==> config.mk <==
export PLATFORM = sky130hd
export DESIGN_NAME = cbh_config_header
export DESIGN_NICKNAME = d
export VERILOG_FILES = /design/src/hw/cbh_pkg.sv /design/src/hw/cbh_config_header.sv
export SDC_FILE = /design/constraint.sdc
export NUM_CORES = 2
export LEC_CHECK = 0
export BUFFER_PORTS_ARGS = -buffer_cell sky130_fd_sc_hd__buf_4
export CORE_ASPECT_RATIO = 0.9
export CORE_MARGIN = 4
export CORE_UTILIZATION = 60
export CTS_CLUSTER_SIZE = 28
export DETAILED_ROUTE_END_ITERATION = 10
export PLACE_DENSITY = 0.77
export SYNTH_ARGS = -nofsm -noshare
export SYNTH_HDL_FRONTEND = slang
export SYNTH_SLANG_ARGS = --single-unit
export TNS_END_PERCENT = 1
==> constraint.sdc <==
create_clock -name ref_clk -period 33.3 [get_ports ref_clk]
set_input_delay 4.995 -clock ref_clk [delete_from_list [all_inputs] [get_ports ref_clk]]
set_output_delay 4.995 -clock ref_clk [all_outputs]
set_load 0.03 [all_outputs]
==> src/hw/cbh_pkg.sv <==
// Package of offsets, field positions and reset values for the bridge configuration header.
package cbh_pkg;
	// Configuration dword offsets, as byte addresses of the aligned words.
	localparam logic [7:0] OFF_IDENTITY = 8'h00;
	localparam logic [7:0] OFF_CMD_STAT = 8'h04;
	localparam logic [7:0] OFF_SOCK_BASE = 8'h10;
	localparam logic [7:0] OFF_MEM0_BASE = 8'h1c;
	localparam logic [7:0] OFF_MEM0_LIMIT = 8'h20;
	localparam logic [7:0] OFF_MEM1_BASE = 8'h24;
	localparam logic [7:0] OFF_MEM1_LIMIT = 8'h28;
	localparam logic [7:0] OFF_IO0_BASE = 8'h2c;
	localparam logic [7:0] OFF_IO0_LIMIT = 8'h30;
	localparam logic [7:0] OFF_IO1_BASE = 8'h34;
	localparam logic [7:0] OFF_IO1_LIMIT = 8'h38;
	localparam logic [7:0] OFF_LEGACY_BASE = 8'h44;
	localparam logic [7:0] OFF_SYS_CTRL = 8'h80;
	localparam logic [7:0] OFF_DMA_CARD = 8'h94;
	localparam logic [7:0] OFF_DMA_HOST = 8'h98;
	// Command word fields.
	localparam int CMD_IO_EN = 0;
	localparam int CMD_MEM_EN = 1;
	localparam int CMD_INIT_EN = 2;
	localparam int CMD_PAR_RESP = 6;
	localparam int CMD_SERR_EN = 8;
	localparam logic [15:0] CMD_WRITABLE = 16'h0147;
	localparam logic [15:0] CMD_RESET = 16'h0000;
	// Status word fields.
	localparam int ST_PAR_DET = 15;
	localparam int ST_SERR_SIG = 14;
	localparam int ST_INIT_ABORT = 13;
	localparam int ST_TGT_ABORT_RCV = 12;
	localparam int ST_TGT_ABORT_SIG = 11;
	localparam int ST_DATA_PAR = 8;
	localparam logic [15:0] ST_FIXED = 16'h0200;
	localparam logic [15:0] ST_STICKY_RESET = 16'h0000;
	// Socket register window base keeps only bits 31 to 12.
	localparam logic [31:0] SOCK_BASE_MASK = 32'hffff_f000;
	// Transfer width select field in the host-side DMA setup word.
	localparam int DMA_WIDTH_LSB = 6;
	localparam int DMA_WIDTH_W = 2;
	localparam logic [31:0] WORD_RESET = 32'h0000_0000;
	// Arbitrary neutral identity codes.
	localparam logic [15:0] MAKER_ID_DEFAULT = 16'h0a5a;
	localparam logic [15:0] PART_ID_DEFAULT = 16'h5a0a;
endpackage

==> src/hw/cbh_config_header.sv <==
// Configuration header of one bridge device with two socket functions.
`timescale 1ns/1ps
module cbh_config_header #(
	parameter logic [15:0] MAKER_ID = cbh_pkg::MAKER_ID_DEFAULT,
	parameter logic [15:0] PART_ID = cbh_pkg::PART_ID_DEFAULT
) (
	input wire logic ref_clk,
	input wire logic rst,
	input wire logic cfg_req,
	input wire logic cfg_func,
	input wire logic cfg_write,
	input wire logic [7:0] cfg_addr,
	input wire logic [3:0] cfg_be,
	input wire logic [31:0] cfg_wdata,
	output logic [31:0] cfg_rdata,
	output logic cfg_ack,
	input wire logic mem_hit,
	input wire logic io_hit,
	input wire logic init_want,
	input wire logic data_par_err,
	input wire logic addr_par_err,
	input wire logic perr_seen_as_init,
	input wire logic master_abort,
	input wire logic target_abort_rcvd,
	input wire logic target_abort_sent,
	output logic mem_claim,
	output logic io_claim,
	output logic init_req,
	output logic perr_assert,
	output logic serr_assert,
	output logic [1:0] dma_width,
	output logic mwi_use
);
	logic [15:0] cmd_q;
	logic [15:0] stat_q;
	logic [31:0] win_q [0:1][0:8];
	logic [31:0] legacy_q;
	logic [31:0] sys_ctrl_q;
	logic [31:0] dma_q [0:1][0:1];
	logic [31:0] rd_d;
	logic [15:0] stat_set;
	logic [31:0] cmd_merged;
	logic wr;
	// Status bits that never move: 10 to 9 and the low byte.
	localparam logic [15:0] ST_RO_MASK = 16'h06ff;

	// Byte-lane merge used by every writable word except the write-one-clear status word.
	function automatic logic [31:0] merge(input logic [31:0] old, input logic [31:0] nw,
		input logic [3:0] be);
		logic [31:0] r;
		r = old;
		for (int i = 0; i < 4; i++) begin
			if (be[i]) begin
				r[i*8 +: 8] = nw[i*8 +: 8];
			end
		end
		return r;
	endfunction

	// Index of a window word, 0 for socket base then 1..8 for the base and limit pairs.
	function automatic logic [3:0] win_idx(input logic [7:0] a);
		case (a)
			cbh_pkg::OFF_SOCK_BASE: win_idx = 4'h0;
			cbh_pkg::OFF_MEM0_BASE: win_idx = 4'h1;
			cbh_pkg::OFF_MEM0_LIMIT: win_idx = 4'h2;
			cbh_pkg::OFF_MEM1_BASE: win_idx = 4'h3;
			cbh_pkg::OFF_MEM1_LIMIT: win_idx = 4'h4;
			cbh_pkg::OFF_IO0_BASE: win_idx = 4'h5;
			cbh_pkg::OFF_IO0_LIMIT: win_idx = 4'h6;
			cbh_pkg::OFF_IO1_BASE: win_idx = 4'h7;
			cbh_pkg::OFF_IO1_LIMIT: win_idx = 4'h8;
			default: win_idx = 4'hf;
		endcase
	endfunction

	// True for every offset that holds a register; all others read as zero.
	function automatic logic mapped(input logic [7:0] a);
		mapped = (a == cbh_pkg::OFF_IDENTITY) || (a == cbh_pkg::OFF_CMD_STAT)
			|| (win_idx(a) != 4'hf) || (a == cbh_pkg::OFF_LEGACY_BASE)
			|| (a == cbh_pkg::OFF_SYS_CTRL) || (a == cbh_pkg::OFF_DMA_CARD)
			|| (a == cbh_pkg::OFF_DMA_HOST);
	endfunction

	assign wr = cfg_req && cfg_write;

	// The merged word is formed apart, since a function result cannot be sliced directly.
	assign cmd_merged = merge({16'h0000, cmd_q}, cfg_wdata, cfg_be);

	// Command word: one shared copy, only bits 0, 1, 2, 6, 8 storable.
	always_ff @(posedge ref_clk or posedge rst) begin
		if (rst) begin
			cmd_q <= cbh_pkg::CMD_RESET;
		end else if (wr && cfg_addr == cbh_pkg::OFF_CMD_STAT) begin
			cmd_q <= cmd_merged[15:0] & cbh_pkg::CMD_WRITABLE;
		end
	end

	// Events that set sticky status bits this cycle.
	always_comb begin
		stat_set = 16'h0000;
		stat_set[cbh_pkg::ST_PAR_DET] = data_par_err || addr_par_err;
		stat_set[cbh_pkg::ST_SERR_SIG] = addr_par_err && cmd_q[cbh_pkg::CMD_PAR_RESP]
			&& cmd_q[cbh_pkg::CMD_SERR_EN];
		stat_set[cbh_pkg::ST_INIT_ABORT] = master_abort;
		stat_set[cbh_pkg::ST_TGT_ABORT_RCV] = target_abort_rcvd;
		stat_set[cbh_pkg::ST_TGT_ABORT_SIG] = target_abort_sent;
		stat_set[cbh_pkg::ST_DATA_PAR] = perr_seen_as_init
			&& cmd_q[cbh_pkg::CMD_PAR_RESP];
	end

	// Sticky status: write-one clears, but an event in the same cycle wins.
	always_ff @(posedge ref_clk or posedge rst) begin
		if (rst) begin
			stat_q <= cbh_pkg::ST_STICKY_RESET;
		end else if (wr && cfg_addr == cbh_pkg::OFF_CMD_STAT) begin
			stat_q <= (stat_q & ~({cfg_be[3] ? cfg_wdata[31:24] : 8'h00,
				cfg_be[2] ? cfg_wdata[23:16] : 8'h00})) | stat_set;
		end else begin
			stat_q <= stat_q | stat_set;
		end
	end

	// Per-function window and DMA words; the legacy base and system word are shared.
	always_ff @(posedge ref_clk or posedge rst) begin
		if (rst) begin
			for (int f = 0; f < 2; f++) begin
				for (int w = 0; w < 9; w++) begin
					win_q[f][w] <= cbh_pkg::WORD_RESET;
				end
				dma_q[f][0] <= cbh_pkg::WORD_RESET;
				dma_q[f][1] <= cbh_pkg::WORD_RESET;
			end
			legacy_q <= cbh_pkg::WORD_RESET;
			sys_ctrl_q <= cbh_pkg::WORD_RESET;
		end else if (wr) begin
			if (win_idx(cfg_addr) == 4'h0) begin
				win_q[cfg_func][0] <= merge(win_q[cfg_func][0], cfg_wdata, cfg_be)
					& cbh_pkg::SOCK_BASE_MASK;
			end else if (win_idx(cfg_addr) != 4'hf) begin
				win_q[cfg_func][win_idx(cfg_addr)] <=
					merge(win_q[cfg_func][win_idx(cfg_addr)], cfg_wdata, cfg_be);
			end
			if (cfg_addr == cbh_pkg::OFF_LEGACY_BASE) begin
				legacy_q <= merge(legacy_q, cfg_wdata, cfg_be);
			end
			if (cfg_addr == cbh_pkg::OFF_SYS_CTRL) begin
				sys_ctrl_q <= merge(sys_ctrl_q, cfg_wdata, cfg_be);
			end
			if (cfg_addr == cbh_pkg::OFF_DMA_CARD) begin
				dma_q[cfg_func][0] <= merge(dma_q[cfg_func][0], cfg_wdata, cfg_be);
			end
			if (cfg_addr == cbh_pkg::OFF_DMA_HOST) begin
				dma_q[cfg_func][1] <= merge(dma_q[cfg_func][1], cfg_wdata, cfg_be);
			end
		end
	end

	// Read decode; any offset not listed returns zero.
	always_comb begin
		rd_d = 32'h0000_0000;
		if (cfg_addr == cbh_pkg::OFF_IDENTITY) begin
			rd_d = {PART_ID, MAKER_ID};
		end else if (cfg_addr == cbh_pkg::OFF_CMD_STAT) begin
			rd_d = {stat_q | cbh_pkg::ST_FIXED, cmd_q};
		end else if (win_idx(cfg_addr) != 4'hf) begin
			rd_d = win_q[cfg_func][win_idx(cfg_addr)];
		end else if (cfg_addr == cbh_pkg::OFF_LEGACY_BASE) begin
			rd_d = legacy_q;
		end else if (cfg_addr == cbh_pkg::OFF_SYS_CTRL) begin
			rd_d = sys_ctrl_q;
		end else if (cfg_addr == cbh_pkg::OFF_DMA_CARD) begin
			rd_d = dma_q[cfg_func][0];
		end else if (cfg_addr == cbh_pkg::OFF_DMA_HOST) begin
			rd_d = dma_q[cfg_func][1];
		end
	end

	// Configuration answers are always given, one cycle after the request.
	always_ff @(posedge ref_clk or posedge rst) begin
		if (rst) begin
			cfg_ack <= 1'b0;
			cfg_rdata <= cbh_pkg::WORD_RESET;
		end else begin
			cfg_ack <= cfg_req;
			cfg_rdata <= (cfg_req && !cfg_write) ? rd_d : cbh_pkg::WORD_RESET;
		end
	end

	// Target claims and initiator request, each gated by its command bit.
	always_ff @(posedge ref_clk or posedge rst) begin
		if (rst) begin
			mem_claim <= 1'b0;
			io_claim <= 1'b0;
			init_req <= 1'b0;
			perr_assert <= 1'b0;
			serr_assert <= 1'b0;
			dma_width <= 2'b00;
			mwi_use <= 1'b0;
		end else begin
			mem_claim <= mem_hit && cmd_q[cbh_pkg::CMD_MEM_EN];
			io_claim <= io_hit && cmd_q[cbh_pkg::CMD_IO_EN];
			init_req <= init_want && cmd_q[cbh_pkg::CMD_INIT_EN];
			perr_assert <= data_par_err && cmd_q[cbh_pkg::CMD_PAR_RESP];
			serr_assert <= addr_par_err && cmd_q[cbh_pkg::CMD_PAR_RESP]
				&& cmd_q[cbh_pkg::CMD_SERR_EN];
			dma_width <= dma_q[cfg_func][1][cbh_pkg::DMA_WIDTH_LSB +: cbh_pkg::DMA_WIDTH_W];
			mwi_use <= 1'b0;
		end
	end
endmodule

; ---- Word level (Yosys, flattened, before mapping)
; Index checks and enable logic that the tools add are counted.
[totals]
reg_bits = 829
latchBits = 0
ram_bits = 0
rom_bits = 0
input_bits = 58
output_inout_bits = 41
elab_cells = 200
memories = 0
[op_classes]
add_sub_neg = 0
mul = 0
n_div = 0
order_cmp = 5
n_eq_ne = 16
n_shift = 0
muxes = 103
bitwise = 7
n_reduce_logical = 28
[op_table]
columns = operator, count
row1 = 288-bit 2-to-1 mux, 5
row2 = 576-bit bitwise mux, 2
row3 = 576-bit 2-to-1 mux, 2
row4 = 288-bit demux with 1-bit select, 2
row5 = 32-bit 2-to-1 mux, 14
row6 = 8-bit 2-to-1 mux, 51
row7 = 128-bit 2-to-1 mux, 3
row8 = 32-bit binary-select mux with 4-bit select, 2
row9 = 128-bit bitwise mux, 2
row10 = 64-bit 2-to-1 mux, 4
row11 = 32-bit demux with 4-bit select, 1
row12 = 64-bit demux with 1-bit select, 2
row13 = "8-bit by 6-bit == test with 1-bit output, second input constant", 7
row14 = 4-bit 2-to-1 mux, 11
row15 = 4-bit case mux with 9 select lines, 1
row16 = 16-bit bitwise OR, 2
row17 = "8-bit == test, second input constant", 3
row18 = 3-bit AND reduction, 8
row19 = 16-bit bitwise AND, 1
row20 = "8-bit by 5-bit == test with 1-bit output, second input constant", 2
row21 = 16-bit 2-to-1 mux, 1
row22 = 16-bit NOT, 1
row23 = 1-bit logical AND, 12
row24 = "5-bit greater-or-equal comparator, second input constant", 2
row25 = 14 further kinds, 18

; ---- Logic depth before layout (Yosys ltp)
[logic_depth]
ltp_word = 21
depth_mapped = 14

; ---- Worst setup path before layout
; OpenSTA, ideal clock, no wires.
[synth_timing]
path_kind = input to register
from = in cfg_func
to = reg win_q[433] (netlist bit)
setup_time_ns = 0.131
arrival_time_ns = 7.124
setup_slack_ns = 26.045
path_stages = 13
path_cell_list = buf_4 -> buf_6 -> buf_2 -> buf_6 -> buf_4 -> mux2_2 -> nand4_1 -> o211ai_1 -> a211oi_1 -> o21a_1 -> buf_4 -> o21a_2 -> o21ai_0
[synth_via]
elab_chain_len = 14
word_cells_on_any_way = 24
[synth_rtl]
columns = element, line
row1 = from (decl), cbh_config_header.sv:10  ; input wire logic cfg_func,
row2 = 1-bit NOT with 2-bit output (implied by the code) *, "cbh_config_header.sv:137, cbh_config_header.sv:140, cbh_config_header.sv:141"
row3 = 288-bit 2-to-1 mux (implied by the code) (3 in series), "cbh_config_header.sv:137, cbh_config_header.sv:141"
row4 = 32-bit binary-select mux with 4-bit select, cbh_config_header.sv:141  ; merge(win_q[cfg_func][win_idx(cfg_addr)], cfg_wdata, cfg_be);
row5 = 32-bit 2-to-1 mux (implied by the code) (2 in series), cbh_config_header.sv:141
row6 = 8-bit 2-to-1 mux, cbh_config_header.sv:53  ; if (be[i]) begin
row7 = 8-bit 2-to-1 mux, cbh_config_header.sv:139  ; end else if (win_idx(cfg_addr) != 4'hf) begin
row8 = 8-bit 2-to-1 mux, cbh_config_header.sv:136  ; if (win_idx(cfg_addr) == 4'h0) begin
row9 = 8-bit 2-to-1 mux, cbh_config_header.sv:135  ; end else if (wr) begin
row10 = 576-bit bitwise mux, cbh_config_header.sv:140  ; win_q[cfg_func][win_idx(cfg_addr)] <=
row11 = 576-bit 2-to-1 mux, cbh_config_header.sv:139
row12 = 576-bit 2-to-1 mux *, cbh_config_header.sv:136
row13 = "to (signal, indexed assignment)", cbh_config_header.sv:128  ; win_q[f][w] <= cbh_pkg::WORD_RESET;
row14 = "to (signal, indexed assignment)", cbh_config_header.sv:137  ; win_q[cfg_func][0] <= merge(win_q[cfg_func][0], cfg_wdata, cfg_be)
row15 = "to (signal, indexed assignment)", cbh_config_header.sv:140
row16 = to (decl), cbh_config_header.sv:36  ; logic [31:0] win_q [0:1][0:8];
; Every way passes the cells marked *; elsewhere a longest branch is shown, timed or not. The select of a mux whose other input is x is not followed.
; A chain may end at the register's enable or synchronous reset.

; ---- Final worst setup path
[layout_timing]
from = in cfg_func
to = reg win_q[182] (netlist bit)
; Same word-level chain as after synthesis.

==> results.toml <==
[clocking]
cts_tree = "built"
ctsHoldBuffers = 0
ctsHtreeMaxLevel = 3
clkSinkCount = 828
post_cts_buffers = 0
insertion_delay_ps = 660
cts.path.max_buffers = 3
post_cts_resized = 0
path_clk_slew_ps = 60
cts_root_buf = "clkbuf_16"
cts_inserted_buffers = 82

[timing]
whs_ps = 477
grt_setup_unrepaired = "no"
period_minus_slack_ps = 9500
fin_skew_ps = 25.5
setup_viol = 0
timing.slew.headroom = 0.0358
slew_viol_final = 0
fin_crit_sh = 0.285
worst_slew_pin_slew_ps = 1440
fmax_mhz = 105
setup_tns_ps = 0
hold_viol_final = 0

[logic_synthesis]
synth_compound_area_frac = 0.155
async_flop_share = 1.00
syn_avg_cell_area_um2 = 10.6
ys_warn_count = 0
synth.area.mux_share = 0.154
synth-main-ff-cell = "dfrtp_1"
synth-adder-area-share = 0
ys_seq_area_frac = 0.545
synthesis.nets = 3662
synth_top_family_by_area = "compound AO/OA/AOI/OAI gates"
synth_area_um2 = 38000
synth_edf_count = 0
synth-seq-cells = 828
yosysUniqueCellTypes = 96
synth_xor_xnor_area_share = 0.000921
syn_inst = 3604
synth-simple-area-share = 0.109

[floorplan]
core_area_um2 = 62700
fp.dieArea_um2 = 67500
num_rows = 87
ioPinCount = 99
initial_core_util = 0.607
die_y_um = 247
die_width_um = 273

[setup_path]
slowest_delay_ps = 1390
required_ps = 33790
worstPathArrival_ps = 9980
crit_slowest_cell = "nand3_1"
cp_num_buf_inv = 2
path_class = "primary input to register"
cp-end-kind = "register"
path_cells = "buf_8 > clkinv_1 > nor2_1 > nand3_1 > o21ai_0"
cp-start-kind = "primary input"
critical_path.max_fanout = 73
cp_top_family = "simple AND/OR/NAND/NOR gates"

[power]
p_leak_nw = 19.3
ir_worst_vdd_mv = 0.0420
power.density_nw_per_um2 = 50.0
finalPower_mw = 2.10

[cells_and_area]
fin_nets = 3637
layout.cells.most_common = "dfrtp_1"
layout-drive-gt1-share = 0.179
mostFrequentLayoutCells = "828 x dfrtp_1, 635 x nand2_1, 488 x o21ai_0"
final_core_util = 0.670
areaGrowthSynthToFinish_pct = 10.4

[global_routing]
grt_max_degree = 187
grt_pass1_vias = 29570
grt_pass1_wl_mm = 182
grt-ovfl-total = 0
antenna_found_initial = 2
grt_usage = 0.358

[job]
maxCapViolCount = 0

[placed_design]
dp_hpwl_mm = 76.9
io_buffers = 97
gp_congestion = 0.983

[detailed_routing]
vias = 30094
ant_nets = 0
drt-initial-drc-count = 3848
finalWirelength_mm = 121
avgViaCountPerCell = 6.71
drc = 0
dr.pass1.iters = 6
routedWlPerCell_um = 27.0

[status]
outcome = "completed"

[min_path]
hold_class = "register to register"
[path summary, 6_finish.rpt]
kind,start,endpoint,slack [ps],depth (start not counted)
setup / recovery,cfg_func,win_q[182],23800,5
hold / removal,win_q[269],win_q[269],480,2
setup reg to reg,win_q[335],win_q[15],30560,5
hold reg to reg,win_q[269],win_q[269],480,2
max in group asynchronous,rst,win_q[227],25360,5
min in group asynchronous,rst,win_q[214],4540,2
[per-stage QoR]
stage	cells	cell area [um^2]	setup WS, ps
floorplan	3604	38000	5050
global placement	4340	39200	23610
detailed placement	4340	39200	23540
CTS	4487	42000	24190
global route	4487	42000	23920
finish	4488	42000	23800
[worst reg2reg max path, cell delays in order (launching register included)]
cell,delay (ps)
dfrtp_1,380
mux2_2,260
o311ai_1,890
o31ai_1,170
a21oi_2,580
o21ai_0,270
[cell type report]
cell class	instances	area (um^2)
flip-flops and latches	828	20700
fillers	4744	20700
multi-input cells	2487	16000
clock buffers	113	2330
repair buffers	165	1270
well taps	845	1060
clock inverters	34	498
inverters	15	63.8
diodes	1	2.50
[sequential cells by signal (all words and copies together) (netlist names), 2 cells and up]
register / cells
stat_q: 15
sys_ctrl_q: 32
legacy_q: 32
dma_q: 128
win_q: 576
cmd_q: 5
dma_width: 2
cfg_rdata: 32
[where the power goes]
group          switching [mW]  internal, mW
combinational          0.0838        0.0286
sequential            0.00358          1.01
clock                   0.409         0.563
total                   0.496          1.60
[layer usage]
layer  wire, um  GRT usage  vias to the layer above
met2      53000      0.531                     1880
met1      46200      0.478                    14935
met4       7770      0.192                        4
li1           -          -                    12777
met3      14300      0.109                      498
met5         57          0                        -
[Yosys cell counts, types with 10 or more instances]
cell type / number / area share
dfrtp_1: 828 / 0.54
nand2_1: 641 / 0.063
o21ai_0: 489 / 0.064
mux2_2: 287 / 0.085
mux2i_1: 248 / 0.065
clkbuf_1: 156 / 0.015
nor2_1: 127 / 0.013
a21oi_1: 78 / 0.010
buf_2: 73 / 0.0096
o21ai_1: 64 / 0.0084
o22ai_1: 49 / 0.0081
a22oi_1: 39 / 0.0077
a31oi_1: 38 / 0.0063
nand2b_1: 30 / 0.0049
nand3_1: 30 / 0.0039
a221oi_1: 28 / 0.0064
and2_1: 24 / 0.0039
nor3_1: 21 / 0.0028
o31ai_1: 21 / 0.0041
buf_4: 19 / 0.0038
a21boi_0: 16 / 0.0032
nor2b_1: 16 / 0.0026
or3_1: 16 / 0.0026
a222oi_1: 14 / 0.0037
buf_6: 14 / 0.0041
o21a_1: 14 / 0.0028
inv_1: 13 / 0.0013
o211ai_1: 13 / 0.0026
o221ai_1: 13 / 0.0030
buf_1: 12 / 0.0012
a211oi_1: 10 / 0.0020
a21o_1: 10 / 0.0020
[cell families (layout without fill, tap and decap cells)]
kind of cell	after synthesis	count (layout)
DFF	828	828
xor gates and xnor gates	4	4
AOI/OAI and AO/OA	976	976
other	1	2
buffers and inverters	289	327
and+or+nand+nor	965	965
muxes	541	541
Note: power is estimated with default switching activity, not from simulation.
